File: src/pxe_regs.vh
// constants for the eight-output i2c port expander
`ifndef PXE_REGS_VH
`define PXE_REGS_VH
`define PXE_ADDR_FIXED 3'h5
`define PXE_SEL_GND 2'h0
`define PXE_SEL_VDD 2'h1
`define PXE_SEL_SDA 2'h2
`define PXE_SEL_SCL 2'h3
`define PXE_SYNC_STAGES 2
`define PXE_CLK_NS 25
`define PXE_SETTLE_NS 200
`define PXE_SETTLE_CYC ((`PXE_SETTLE_NS + `PXE_CLK_NS - 1) / `PXE_CLK_NS)
`endif

File: src/pxe_expander.v
// i2c slave driving eight push-pull output ports
//
// What this block does
// - answers addresses 101 plus four selected bits
// - address select re-evaluated every bus transmission
// - each select pin: low, high, sda, scl
// - lower ports from low select, upper from high
// - low connection gives low, others give high
// - before first transmission sda/scl read as levels
// - only supply/ground selections are safe at power-up
// - clear input aborts transfer, back to idle
// - clear input leaves output latch unchanged
// - read returns actual pin levels
// - each write byte updates all ports together
// - idle interface means standby, no command
// - scl is input only
// - sda driven only by open-drain pull-down
// - start is sda fall while scl high
// - stop is sda rise while scl high
// - idle bus keeps both lines high
// - one bit per clock, stable while high
// - receiver pulls sda low on ninth pulse
// - direction bit low write, high read
// - read samples pins each ack, sends next
// - write acks each byte, loads ports
`timescale 1ns/10ps
`include "pxe_regs.vh"
module pxe_expander #(
    parameter [63:0] ADDR_LUT = 64'hFEDCBA9876543210
) (
    clk_sys,
    rst,
    scl_in,
    sda_in,
    sda_out,
    sda_oe_n,
    clear_n,
    addr_sel_low_group,
    addr_sel_high_group,
    port_pins_in,
    output_port_pins,
    busy,
    standby
);
input wire clk_sys;
input wire rst;
input wire scl_in;
input wire sda_in;
output wire sda_out;
output wire sda_oe_n;
input wire clear_n;
input wire addr_sel_low_group;
input wire addr_sel_high_group;
input wire [7:0] port_pins_in;
output reg [7:0] output_port_pins;
output wire busy;
output wire standby;

// ************************************************
// synchronisers
// ************************************************
reg [1:0] scl_s_q;
reg [1:0] sda_s_q;
reg [1:0] clr_s_q;
reg [1:0] a0_s_q;
reg [1:0] a2_s_q;
reg [7:0] pin_s1_q;
reg [7:0] pin_s2_q;
reg scl_p_q;
reg sda_p_q;
always @(posedge clk_sys or posedge rst) begin
    if (rst) begin
        scl_s_q <= 2'h3;
        sda_s_q <= 2'h3;
        clr_s_q <= 2'h3;
        a0_s_q <= 2'h3;
        a2_s_q <= 2'h3;
        pin_s1_q <= 8'h00;
        pin_s2_q <= 8'h00;
        scl_p_q <= 1'b1;
        sda_p_q <= 1'b1;
    end else begin
        scl_s_q <= {scl_s_q[0], scl_in};
        sda_s_q <= {sda_s_q[0], sda_in};
        clr_s_q <= {clr_s_q[0], clear_n};
        a0_s_q <= {a0_s_q[0], addr_sel_low_group};
        a2_s_q <= {a2_s_q[0], addr_sel_high_group};
        pin_s1_q <= port_pins_in;
        pin_s2_q <= pin_s1_q;
        scl_p_q <= scl_s_q[1];
        sda_p_q <= sda_s_q[1];
    end
end
wire scl = scl_s_q[1];
wire sda = sda_s_q[1];
wire a0 = a0_s_q[1];
wire a2 = a2_s_q[1];
wire clr_act = ~clr_s_q[1];
wire scl_rise = scl & ~scl_p_q;
wire scl_fall = ~scl & scl_p_q;
wire start_det = scl & scl_p_q & sda_p_q & ~sda;
wire stop_det = scl & scl_p_q & ~sda_p_q & sda;

// engine state, also read by the select classifier below
localparam [2:0] ST_IDLE = 3'h0;
localparam [2:0] ST_ADDR = 3'h1;
localparam [2:0] ST_AACK = 3'h2;
localparam [2:0] ST_WR = 3'h3;
localparam [2:0] ST_WACK = 3'h4;
localparam [2:0] ST_RD = 3'h5;
localparam [2:0] ST_RACK = 3'h6;
reg [2:0] st_q;
reg [3:0] bit_q;
reg [7:0] sh_q;
reg rd_q;
reg pull_q;
reg [7:0] tx_q;
reg pwr_q;

// ************************************************
// four-level select detection
// ************************************************
reg a0_hi_q;
reg a0_lo_q;
reg a0_nsda_q;
reg a0_nscl_q;
reg a2_hi_q;
reg a2_lo_q;
reg a2_nsda_q;
reg a2_nscl_q;
reg [1:0] sel0_q;
reg [1:0] sel2_q;
reg xfer_q;
reg seen_q;
function [1:0] pxe_class;
    input hi, lo, nsda, nscl;
    begin
        if (!hi)
            pxe_class = `PXE_SEL_GND;
        else if (!lo)
            pxe_class = `PXE_SEL_VDD;
        else if (!nsda)
            pxe_class = `PXE_SEL_SDA;
        else if (!nscl)
            pxe_class = `PXE_SEL_SCL;
        else
            pxe_class = `PXE_SEL_VDD;
    end
endfunction
// per transmission: seen high, seen low, seen differing from each line
always @(posedge clk_sys or posedge rst) begin
    if (rst) begin
        a0_hi_q <= 1'b0;
        a0_lo_q <= 1'b0;
        a0_nsda_q <= 1'b0;
        a0_nscl_q <= 1'b0;
        a2_hi_q <= 1'b0;
        a2_lo_q <= 1'b0;
        a2_nsda_q <= 1'b0;
        a2_nscl_q <= 1'b0;
        sel0_q <= `PXE_SEL_VDD;
        sel2_q <= `PXE_SEL_VDD;
        seen_q <= 1'b0;
    end else if (start_det) begin
        a0_hi_q <= a0;
        a0_lo_q <= ~a0;
        a0_nsda_q <= 1'b0;
        a0_nscl_q <= 1'b0;
        a2_hi_q <= a2;
        a2_lo_q <= ~a2;
        a2_nsda_q <= 1'b0;
        a2_nscl_q <= 1'b0;
    end else if (xfer_q) begin
        a0_hi_q <= a0_hi_q | a0;
        a0_lo_q <= a0_lo_q | ~a0;
        a0_nsda_q <= a0_nsda_q | (a0 ^ sda);
        a0_nscl_q <= a0_nscl_q | (a0 ^ scl);
        a2_hi_q <= a2_hi_q | a2;
        a2_lo_q <= a2_lo_q | ~a2;
        a2_nsda_q <= a2_nsda_q | (a2 ^ sda);
        a2_nscl_q <= a2_nscl_q | (a2 ^ scl);
        // classify once address byte is in, before compare
        if (bit_q == 4'h7 && scl_rise && st_q == ST_ADDR) begin
            sel0_q <= pxe_class(a0_hi_q, a0_lo_q, a0_nsda_q, a0_nscl_q);
            sel2_q <= pxe_class(a2_hi_q, a2_lo_q, a2_nsda_q, a2_nscl_q);
            seen_q <= 1'b1;
        end
    end else if (!seen_q) begin
        sel0_q <= a0 ? `PXE_SEL_VDD : `PXE_SEL_GND;
        sel2_q <= a2 ? `PXE_SEL_VDD : `PXE_SEL_GND;
    end
end
wire [3:0] lut_idx = {sel2_q, sel0_q};
wire [3:0] addr_low = ADDR_LUT[{lut_idx, 2'h0} +: 4];
wire [6:0] my_addr = {`PXE_ADDR_FIXED, addr_low};

// ************************************************
// protocol engine
// ************************************************
always @(posedge clk_sys or posedge rst) begin
    if (rst) begin
        st_q <= ST_IDLE;
        bit_q <= 4'h0;
        sh_q <= 8'h00;
        rd_q <= 1'b0;
        pull_q <= 1'b0;
        tx_q <= 8'h00;
        xfer_q <= 1'b0;
        pwr_q <= 1'b1;
        output_port_pins <= 8'h00;
    end else begin
        // defaults follow the held select class, not the toggling lines
        if (pwr_q) begin
            output_port_pins[7:4] <= {4{sel2_q != `PXE_SEL_GND}};
            output_port_pins[3:0] <= {4{sel0_q != `PXE_SEL_GND}};
        end
        if (clr_act || stop_det) begin
            st_q <= ST_IDLE;
            pull_q <= 1'b0;
            xfer_q <= 1'b0;
        end else if (start_det) begin
            st_q <= ST_ADDR;
            bit_q <= 4'h0;
            pull_q <= 1'b0;
            xfer_q <= 1'b1;
        end else begin
            case (st_q)
            ST_ADDR, ST_WR: begin
                if (scl_rise) begin
                    sh_q <= {sh_q[6:0], sda};
                    bit_q <= bit_q + 4'h1;
                end
                if (scl_fall && bit_q == 4'h8) begin
                    bit_q <= 4'h0;
                    if (st_q == ST_WR) begin
                        pull_q <= 1'b1;
                        st_q <= ST_WACK;
                    end else if (sh_q[7:1] == my_addr) begin
                        rd_q <= sh_q[0];
                        pull_q <= 1'b1;
                        st_q <= ST_AACK;
                    end else begin
                        st_q <= ST_IDLE;
                        xfer_q <= 1'b1;
                    end
                end
            end
            ST_AACK, ST_WACK, ST_RACK: begin
                if (scl_rise && st_q != ST_WACK) begin
                    tx_q <= pin_s2_q;
                end
                if (scl_rise && st_q == ST_WACK) begin
                    output_port_pins <= sh_q;
                    pwr_q <= 1'b0;
                end
                if (scl_rise && st_q == ST_RACK && sda) begin
                    st_q <= ST_IDLE; // master nack ends read
                end
                if (scl_fall) begin
                    pull_q <= 1'b0;
                    if (rd_q) begin
                        st_q <= ST_RD;
                        pull_q <= ~tx_q[7];
                    end else begin
                        st_q <= ST_WR;
                    end
                end
            end
            ST_RD: begin
                if (scl_fall) begin
                    bit_q <= bit_q + 4'h1;
                    tx_q <= {tx_q[6:0], 1'b1};
                    if (bit_q == 4'h7) begin
                        bit_q <= 4'h0;
                        pull_q <= 1'b0;
                        st_q <= ST_RACK;
                    end else begin
                        pull_q <= ~tx_q[6];
                    end
                end
            end
            default: begin
                st_q <= ST_IDLE;
            end
            endcase
        end
    end
end
// scl has no output at all
assign sda_out = 1'b0;
assign sda_oe_n = ~pull_q;
assign busy = (st_q != ST_IDLE);
assign standby = ~xfer_q;
endmodule

File: config.mk
export PLATFORM = sky130hd
export DESIGN_NAME = pxe_expander
export DESIGN_NICKNAME = d
export VERILOG_FILES = /design/src/pxe_expander.v
export VERILOG_INCLUDE_DIRS = /design/src
export SDC_FILE = /design/constraint.sdc
export NUM_CORES = 1
export LEC_CHECK = 0
export ABC_CLOCK_PERIOD_IN_PS = 2600
export BUFFER_PORTS_ARGS = -buffer_cell sky130_fd_sc_hd__buf_2
export CELL_PAD_IN_SITES_DETAIL_PLACEMENT = 0
export CELL_PAD_IN_SITES_GLOBAL_PLACEMENT = 2
export CORE_MARGIN = 1
export CORE_UTILIZATION = 39
export DETAILED_ROUTE_END_ITERATION = 8
export HOLD_SLACK_MARGIN = 0.05
export PLACE_DENSITY = 0.79
export SYNTH_ARGS = -nofsm -noshare
export SYNTH_HDL_FRONTEND = slang
export SYNTH_SLANG_ARGS = --single-unit
export TNS_END_PERCENT = 30
File: constraint.sdc
create_clock -name clk_sys -period 2.6 [get_ports clk_sys]
set_input_delay 0.26 -clock clk_sys [delete_from_list [all_inputs] [get_ports clk_sys]]
set_output_delay 0.26 -clock clk_sys [all_outputs]
set_load 0.05 [all_outputs]
Yosys cells after proc, flatten, opt, wreduce, memory -nomap -nowiden

Cells that the tools add are included.

Flip-flop bits (word level): 76
Bits in latches: 0
RAM bits: 0
Bits in read-only memories: 0
Output and inout port bits: 12
Logic and storage cells: 190
Memories kept: 0

Add/subtract/negate cells: 1
$mul: 0
Divide/modulo/power cells: 0
Magnitude comparators: 0
Equal/unequal tests: 24
Shift-type cells: 1
Muxes and demuxes: 73
Bitwise operators: 33
Reduce and logical (&&, ||, !) cells: 29

Operators with widths:

| kind                                                                          | number |
|---|---|
| 64-bit by 7-bit variable part select with 4-bit output (first input constant) | 1 |
| 8-bit 2-to-1 mux                                                              | 7 |
| 1-bit 2-to-1 mux                                                              | 33 |
| 2-bit 2-to-1 mux                                                              | 15 |
| 3-bit 2-to-1 mux                                                              | 9 |
| 4-bit 2-to-1 mux                                                              | 5 |
| 4-bit inequality test (second input constant)                                 | 5 |
| 4-bit AND reduction                                                           | 5 |
| 8-bit one-hot mux with 2 select lines                                         | 1 |
| 1-bit inverter                                                                | 14 |
| 3-bit inequality test (second input constant)                                 | 4 |
| 3-bit nonzero test                                                            | 4 |
| 5-bit inequality test (second input constant)                                 | 2 |
| 5-bit AND reduction                                                           | 2 |
| 3-bit == test (second input constant)                                         | 3 |
| 3-bit one-hot mux with 3 select lines                                         | 1 |
| 1-bit OR                                                                      | 8 |
| 4-bit one-hot mux with 2 select lines                                         | 1 |
| 2-bit nonzero test                                                            | 4 |
| 1-bit bitwise AND                                                             | 7 |
| 7-bit == test                                                                 | 1 |
| 1-bit logical AND                                                             | 7 |
| 3-bit by 2-bit == test with 1-bit output (second input constant)              | 2 |
| 2-bit inequality test (second input constant)                                 | 3 |
| other kinds (13)                                                              | 17 |

Longest topological paths before layout

Gate-level depths: netlist (run 1).

Depth after elaboration: 9
Gate-level depth with buffers: 7

Worst setup path before layout (run 1)

Ideal clock, no wire load.

Path type: register to register
Start: reg scl_s_q[1]
End: reg st_q[1]
Setup time: 0.124 ns
Data arrival time: 1.604 ns
Data required time: 2.476 ns
Path slack: 0.872 ns
Cell stages (with the launch flop): 7
Cells stage by stage: dfstp_2 buf_6 and4bb_4 and2_2 a2111oi_2 a211oi_1 o31a_1

Word-level cells in the longest chain between the ends: 6
Elaborated cells on any way between the ends: 21
Those cells by class: eq/ne (4); mux (4); bitwise (8); reduce/logical (5)

RTL lines:

| item                                                                             | RTL line                                                   | source |
|---|---|---|
| from (decl)                                                                      | pxe_expander.v:62                                          | `reg [1:0] scl_s_q;` |
| from (signal assigned)                                                           | pxe_expander.v:83                                          | `scl_s_q <= {scl_s_q[0], scl_in};` |
| 1-bit bitwise AND / 1-bit inverter (equally long branches)                       | pxe_expander.v:101, pxe_expander.v:102, pxe_expander.v:100 |  |
| 1-bit bitwise AND, on equally long branches                                      | pxe_expander.v:102, pxe_expander.v:100                     |  |
| 1-bit bitwise AND / 3-bit 2-to-1 mux (equally long branches)                     | pxe_expander.v:102, pxe_expander.v:259                     |  |
| 1-bit logical OR / 3-bit one-hot mux with 3 select lines (equally long branches) | pxe_expander.v:217, pxe_expander.v:227                     |  |
| 5-bit inequality test (no line), or another cell as far along                    | --                                                         |  |
| 4-bit AND reduction (no line) / 3-bit 2-to-1 mux (equally long branches)         | --                                                         |  |
| to (signal assigned)                                                             | pxe_expander.v:218                                         | `st_q <= ST_IDLE;` |
| to (signal assigned)                                                             | pxe_expander.v:222                                         | `st_q <= ST_ADDR;` |
| to (signal assigned)                                                             | pxe_expander.v:237                                         | `st_q <= ST_WACK;` |
| to (decl)                                                                        | pxe_expander.v:112                                         | `reg [2:0] st_q;` |

Several ways; a longest one is shown, not always the timed one.
A chain may end at the register's enable or synchronous reset.

Worst setup path in the final report (run 1)

Start: reg st_q[2]
End: reg output_port_pins[0]

Word-level cells in the longest chain between the ends: 6
Elaborated cells on any way between the ends: 9
Those cells by class: eq/ne (3); mux (4); reduce/logical (2)

RTL lines:

| item                   | RTL line                               | source |
|---|---|---|
| from (signal assigned) | pxe_expander.v:202                     | `st_q <= ST_IDLE;` |
| from (signal assigned) | pxe_expander.v:218                     |  |
| from (signal assigned) | pxe_expander.v:222                     |  |
| 3-bit == test          | pxe_expander.v:227, pxe_expander.v:252 |  |
| 1-bit logical AND      | pxe_expander.v:252                     | `if (scl_rise && st_q == ST_WACK) begin` |
| 8-bit 2-to-1 mux       | pxe_expander.v:252                     |  |
| 8-bit 2-to-1 mux (*)   | pxe_expander.v:227                     | `case (st_q)` |
| 8-bit 2-to-1 mux (*)   | pxe_expander.v:221                     | `end else if (start_det) begin` |
| 8-bit 2-to-1 mux (*)   | pxe_expander.v:217                     | `if (clr_act \|\| stop_det) begin` |
| to (signal assigned)   | pxe_expander.v:215                     | `` output_port_pins[3:0] <= {4{sel0_q != `PXE_SEL_GND}}; `` |
| to (signal assigned)   | pxe_expander.v:253                     | `output_port_pins <= sh_q;` |
| to (decl)              | pxe_expander.v:55                      | `output reg [7:0] output_port_pins;` |

Every way passes the cells marked *; elsewhere a longest branch is shown, timed or not.

==> results.toml, run 1 <==
[finish]
layout.nets = 356
area_growth_pct = 17.3
drive_gt1_share_pct = 23.5
insertedDiodeCount = 0

[placed_design]
dp_slack_ps = 636
place.gp.congestion = 0.850
dp_hpwl_um = 4280
port_buffers = 25

[synth]
synthFlopType = "dfrtp_1"
synth_area_per_cell_sq_um = 11.1
synth-seq-area-share_pct = 58.0
synth.most_common_cell = "dfrtp_1"
synth_nets = 316
synth_top_cell_by_area = "dfrtp_1"
synth.distinct_cells = 57
syn_area_sq_um = 3310
synth-async-reset-ratio_pct = 100
postSynthCellCount = 299
yosys-top-cells-area = "dfrtp_1 46%, dfstp_2 12%, o21ai_0 3.6%, nor2_1 3.1%, a21oi_1 2.6%"
ys_ff_latch = 76
synth_common_cells = "61 x dfrtp_1, 27 x nor2_1, 24 x o21ai_0"
yosys_warnings = 0
synth_edf_count = 0
synth_top_area_share_pct = 46.1

[power]
p_leak_uw = 0.00175
clkPwrFrac_pct = 39.9
p_sw_share_pct = 25.3
p_per_area_nw_per_um2 = 715
ir_drop_mv = 0.302
total_power_uw = 2780
intPower_uw = 2080
comb_power_share_pct = 10.3
seqPwrFrac_pct = 49.8
power.switching_uw = 702

[drt]
num_vias = 2247
drtIter0Drc = 88
antenna_left = 0
post-route-drc-count = 0
routedWlPerCell_um = 14.1
viasPerCell = 5.00
drt_pre_antenna_iters = 4
routed_wl_um = 6340

[global_routing]
use_met2_pct = 24.6
grtUsageMet3_pct = 3.40
busiest_layer = "met2"
antenna_found_initial = 0
grt_usage_pct = 16.2
use_met1_pct = 22.1
grt_pass1_wl_um = 10900
grt_max_degree = 46
first_global_vias = 2241
overflow = 0

[outcome]
status = "finished clean"

[sta]
setup_violations = 0
slew_headroom_pct = 60.3
setup_tns_ps = 0
finClkSkew_ps = 9.80
fin_crit_ps = 1940
rsz0062_at_grt = "false"
timing.final.crit_share_pct = 74.8
setup_ws_ps = 655
final-hold-violation-count = 0
fmax_mhz = 514
drv_slew = 0
tightest_slew_ps = 595

[setup_path]
criticalPathCategory = "reg2reg"
worst_ep_arrival_time_ps = 2150
worstPathMaxFanout = 17
worst_setup_path_end_kind = "register"
start_kind = "register"
critical_path_required_ps = 2810

[clocking]
ctsResizeCount = 0
clock_path_buffers = 2
post_cts_buffers = 0
h-tree-depth = 3
cts.sinks = 76
cts_inserted_buffers = 9
cts_tree = "done"
holdBufCountCts = 14
clk_pin_slew_worst_paths_ps = 80
root_buffer = "clkbuf_8"
clock_latency_ps = 350

[flow_run]
drv_cap = 0

[die]
rows = 33
die_w_um = 94.2
coreArea_sq_um = 8220
io_pins = 27
start_util_pct = 40.3
die-area_sq_um = 8860
die_height_um = 94.2

[worst_hold_path]
worstHoldPathType = "reg2reg"
==> power groups by stage <==
stage	clock (uW)	combinational, uW	sequential (uW)
2_1_floorplan	0	233	1370
3_3_place_gp	0	272	1400
3_5_place_dp	0	278	1410
4_1_cts	1140	294	1380
5_1_grt	1180	331	1400
6_report	1110	287	1380
==> final cells by class <==
cell class / count / area (sq um)
clock inverter: 7 / 123
fill: 768 / 4330
sequential: 76 / 1920
multi-input combinational: 189 / 1220
inverter: 21 / 78.8
timing repair buffer: 42 / 288
tap: 105 / 131
clock buffer: 9 / 124
==> state kept, by name, indices dropped and copies added, names as in the netlist, 3 cells and up <==
register	count
sh_q	8
tx_q	8
bit_q	4
pin_s2_q	8
pin_s1_q	8
output_port_pins	8
st_q	3
==> per-layer routing <==
| layer | routed length [um] | vias to the layer above |
|---|---|---|
| met5 | 0 | - |
| met4 | 93 | 0 |
| met3 | 160 | 9 |
| met2 | 2820 | 36 |
| met1 | 3270 | 1089 |
| li1 | - | 1113 |
==> final timing paths <==
check	start	endpoint	slack [ps]	cells past startpoint
max	st_q[2]	output_port_pins[0]	660	5
min	pin_s1_q[0]	pin_s2_q[0]	350	0
max reg2reg	st_q[2]	output_port_pins[0]	660	5
min reg2reg	pin_s1_q[0]	pin_s2_q[0]	350	0
max in group asynchronous	rst	scl_s_q[1]	1590	4
min in group asynchronous	rst	output_port_pins[7]	530	4
==> stage by stage <==
stage / instance area [sq um] / util (%) / hold WS, ps / instances
2_1_floorplan: 3310 / - / 264 / 299
4_1_cts: 3880 / 47.3 / 354 / 449
3_5_place_dp: 3500 / 42.6 / 335 / 419
3_3_place_gp: 3500 / 42.6 / 332 / 419
5_1_grt: 3880 / 47.3 / 361 / 449
6_report: 3880 / 47.3 / 352 / 449
==> cell usage in the layout, fill, tap and decap left out, types with 3 or more instances in the layout <==
cell and n:
o21ai_1 3, bufinv_16 3, nand2_1 20, nor3_1 10, nand3_1 6, xor2_1 8
dfstp_2 15, nor2b_1 3, inv_1 20, a21oi_1 17, dlygate4sd3_1 14, buf_4 3
o211ai_1 10, nor2_1 27, o22ai_1 3, o21ai_0 24, dfrtp_1 61, clkbuf_8 9
buf_2 25, mux2i_1 7, mux2_4 4, nor2_2 3
==> kinds of logic after synthesis <==
kind of cell / share of synthesized area (%)
AND/OR/NAND/NOR: 14.1
flip-flops: 58.0
AO/OA/AOI/OAI: 14.8
buffers and inverters: 5.21
multiplexers: 4.61
XOR/XNOR: 2.38
adder cells (fa/ha/maj): 0.755
other: 0.113
==> critical path, cell delays in order, from the launching register on <==
cell,delay (ps)
dfrtp_1,510
inv_1,170
nor3_1,290
nand3_1,460
o211ai_1,260
o21ai_0,110
Power figures use the tool's default switching activity.
==> inputs of run 2 (changes only) <==
- ABC_CLOCK_PERIOD_IN_PS: 2600 -> 1900
- clock period: 2.6 -> 1.9 ns (I/O delays scaled with it)
==> results.toml, run 2 (synthesis results as in run 1) <==
[outcome]
status = "finished clean"

[setup_path]
crit_path_cell_trace = "and4bb_4 > and2_2 > a2111oi_2 > a211oi_1 > o31a_1"
worst_setup_path_end_kind = "register"
regToRegSetupSlack_ps = 100
r2r_start = "scl_s_q[1]"
criticalPathCategory = "reg2reg"
start_kind = "register"
setup.worst_path.start = "scl_s_q[1]"
critical_path_required_ps = 2120
crit_path_max_incr_delay_ps = 590
cpMaxStageDelayCell = "dfstp_2"
worst_ep_arrival_time_ps = 2030
worstPathMaxFanout = 8

[drt]
post-route-drc-count = 0
viasPerCell = 4.95
met2_length_um = 2970
routed-wl-met3_um = 207
top_layer_used = "met4"
num_vias = 2275
drt_pre_antenna_iters = 4
routed_wl_um = 6460
met1_length_um = 3190
drtIter0Drc = 44
antenna_left = 0
routedWlPerCell_um = 14.0

[placed_design]
place_area_sq_um = 3620
place.gp.congestion = 0.867
port_buffers = 25
dp.cells = 430
dp_hpwl_um = 4490

[sta]
drv_slew = 0
finClkSkew_ps = 11.9
fmax_mhz = 555
fin_crit_ps = 1800
whs_ps = 349
tightest_slew_ps = 635
timing.final.crit_share_pct = 94.8
setup_violations = 0
rsz0062_at_grt = "true"
final-hold-violation-count = 0
slew_headroom_pct = 57.6

[finish]
drive_gt1_share_pct = 25.9
layout.nets = 367
area_growth_pct = 21.2
multi_input_area_sq_um = 1230
post-route-util_pct = 48.8
layout_common_cells = "61 x dfrtp_1, 27 x nor2_1, 25 x buf_2, 24 x o21ai_0"
insertedDiodeCount = 0
instances_no_fill = 460
seq_area_sq_um = 1920
fill_cells = 780
finalInstanceArea_sq_um = 4010
final_common_cell = "dfrtp_1"

[clocking]
clock_path_buffers = 2
cts.sinks = 76
clk_pin_slew_worst_paths_ps = 80
cts_inserted_buffers = 9
cts_tree = "done"
clock_latency_ps = 350
root_buffer = "clkbuf_8"
h-tree-depth = 3

[global_routing]
grt_pass1_wl_um = 11100
overflow = 0
grt_usage_pct = 16.4
grt_max_degree = 29
first_global_vias = 2251
antenna_found_initial = 0

[flow_run]
drv_cap = 0

[die]
die_height_um = 94.2
die-area_sq_um = 8860
die_w_um = 94.2
io_pins = 27
coreArea_sq_um = 8220
rows = 33
start_util_pct = 40.3

[power]
p_leak_uw = 0.00182
total_power_uw = 3790
ir_drop_mv = 0.534
p_per_area_nw_per_um2 = 945

[worst_hold_path]
worstHoldPathType = "reg2reg"
hp-start = "sda_s_q[0]"
==> run 2: changes by cell type in the layout (fill, tap and decap cells not counted), sizes merged <==
cell,delta
buf,+11
clkbuf,+1
clkinv,+2
clkinvlp,-1
inv,-2
==> run 2: worst paths after layout <==
kind / to / cells past startpoint
setup / recovery: st_q[1] / 5
hold / removal: sda_s_q[1] / 0
setup reg to reg: st_q[1] / 5
hold reg to reg: sda_s_q[1] / 0
max in group asynchronous: pwr_q / 4
min in group asynchronous: pin_s2_q[7] / 3
==> run 2: final cells by class <==
class                   instances  share of cell area [%]
multi-input cells             189                    30.7
clock buffers                  10                    3.18
repair buffers                 53                    10.2
inverters                      21                    2.06
flip-flops and latches         76                    47.9
clock inverters                 6                    2.81
well taps                     105                    3.27
==> run 2: metrics by stage <==
step           setup TNS (ps)  setup WS [ps]
2_1_floorplan               0            172
3_3_place_gp            -4.08          -4.08
3_5_place_dp            -26.4          -26.4
4_1_cts                     0           95.3
5_1_grt                -0.703         -0.703
6_report                    0           98.2
==> run 2: power breakdown <==
part	switching, uW	leakage, uW	internal (uW)
clock	602	0.000121	878
sequential	111	0.000940	1780
combinational	225	0.000758	199
total	938	0.00182	2850
==> run 2: repair_timing <==
action	CTS	global route
buffers inserted	0	0
hold buffers	14	0
setup endpoints to repair	1	7
resized for setup	1	1
endpoints found under the hold margin	27	0
==> run 2: worst max-delay path, delay by kind of cell, from the launching register on <==
family | cells | cell delay [ps]
flops | 1 | 590
compound gates | 3 | 600
simple gates | 2 | 490
==> run 2: routing by layer <==
metal / track usage [%] / vias up
met2: 25.5 / 36
met1: 22.0 / 1094
li1: - / 1137
met4: 5.64 / 0
met5: 0 / -
met3: 4.61 / 8
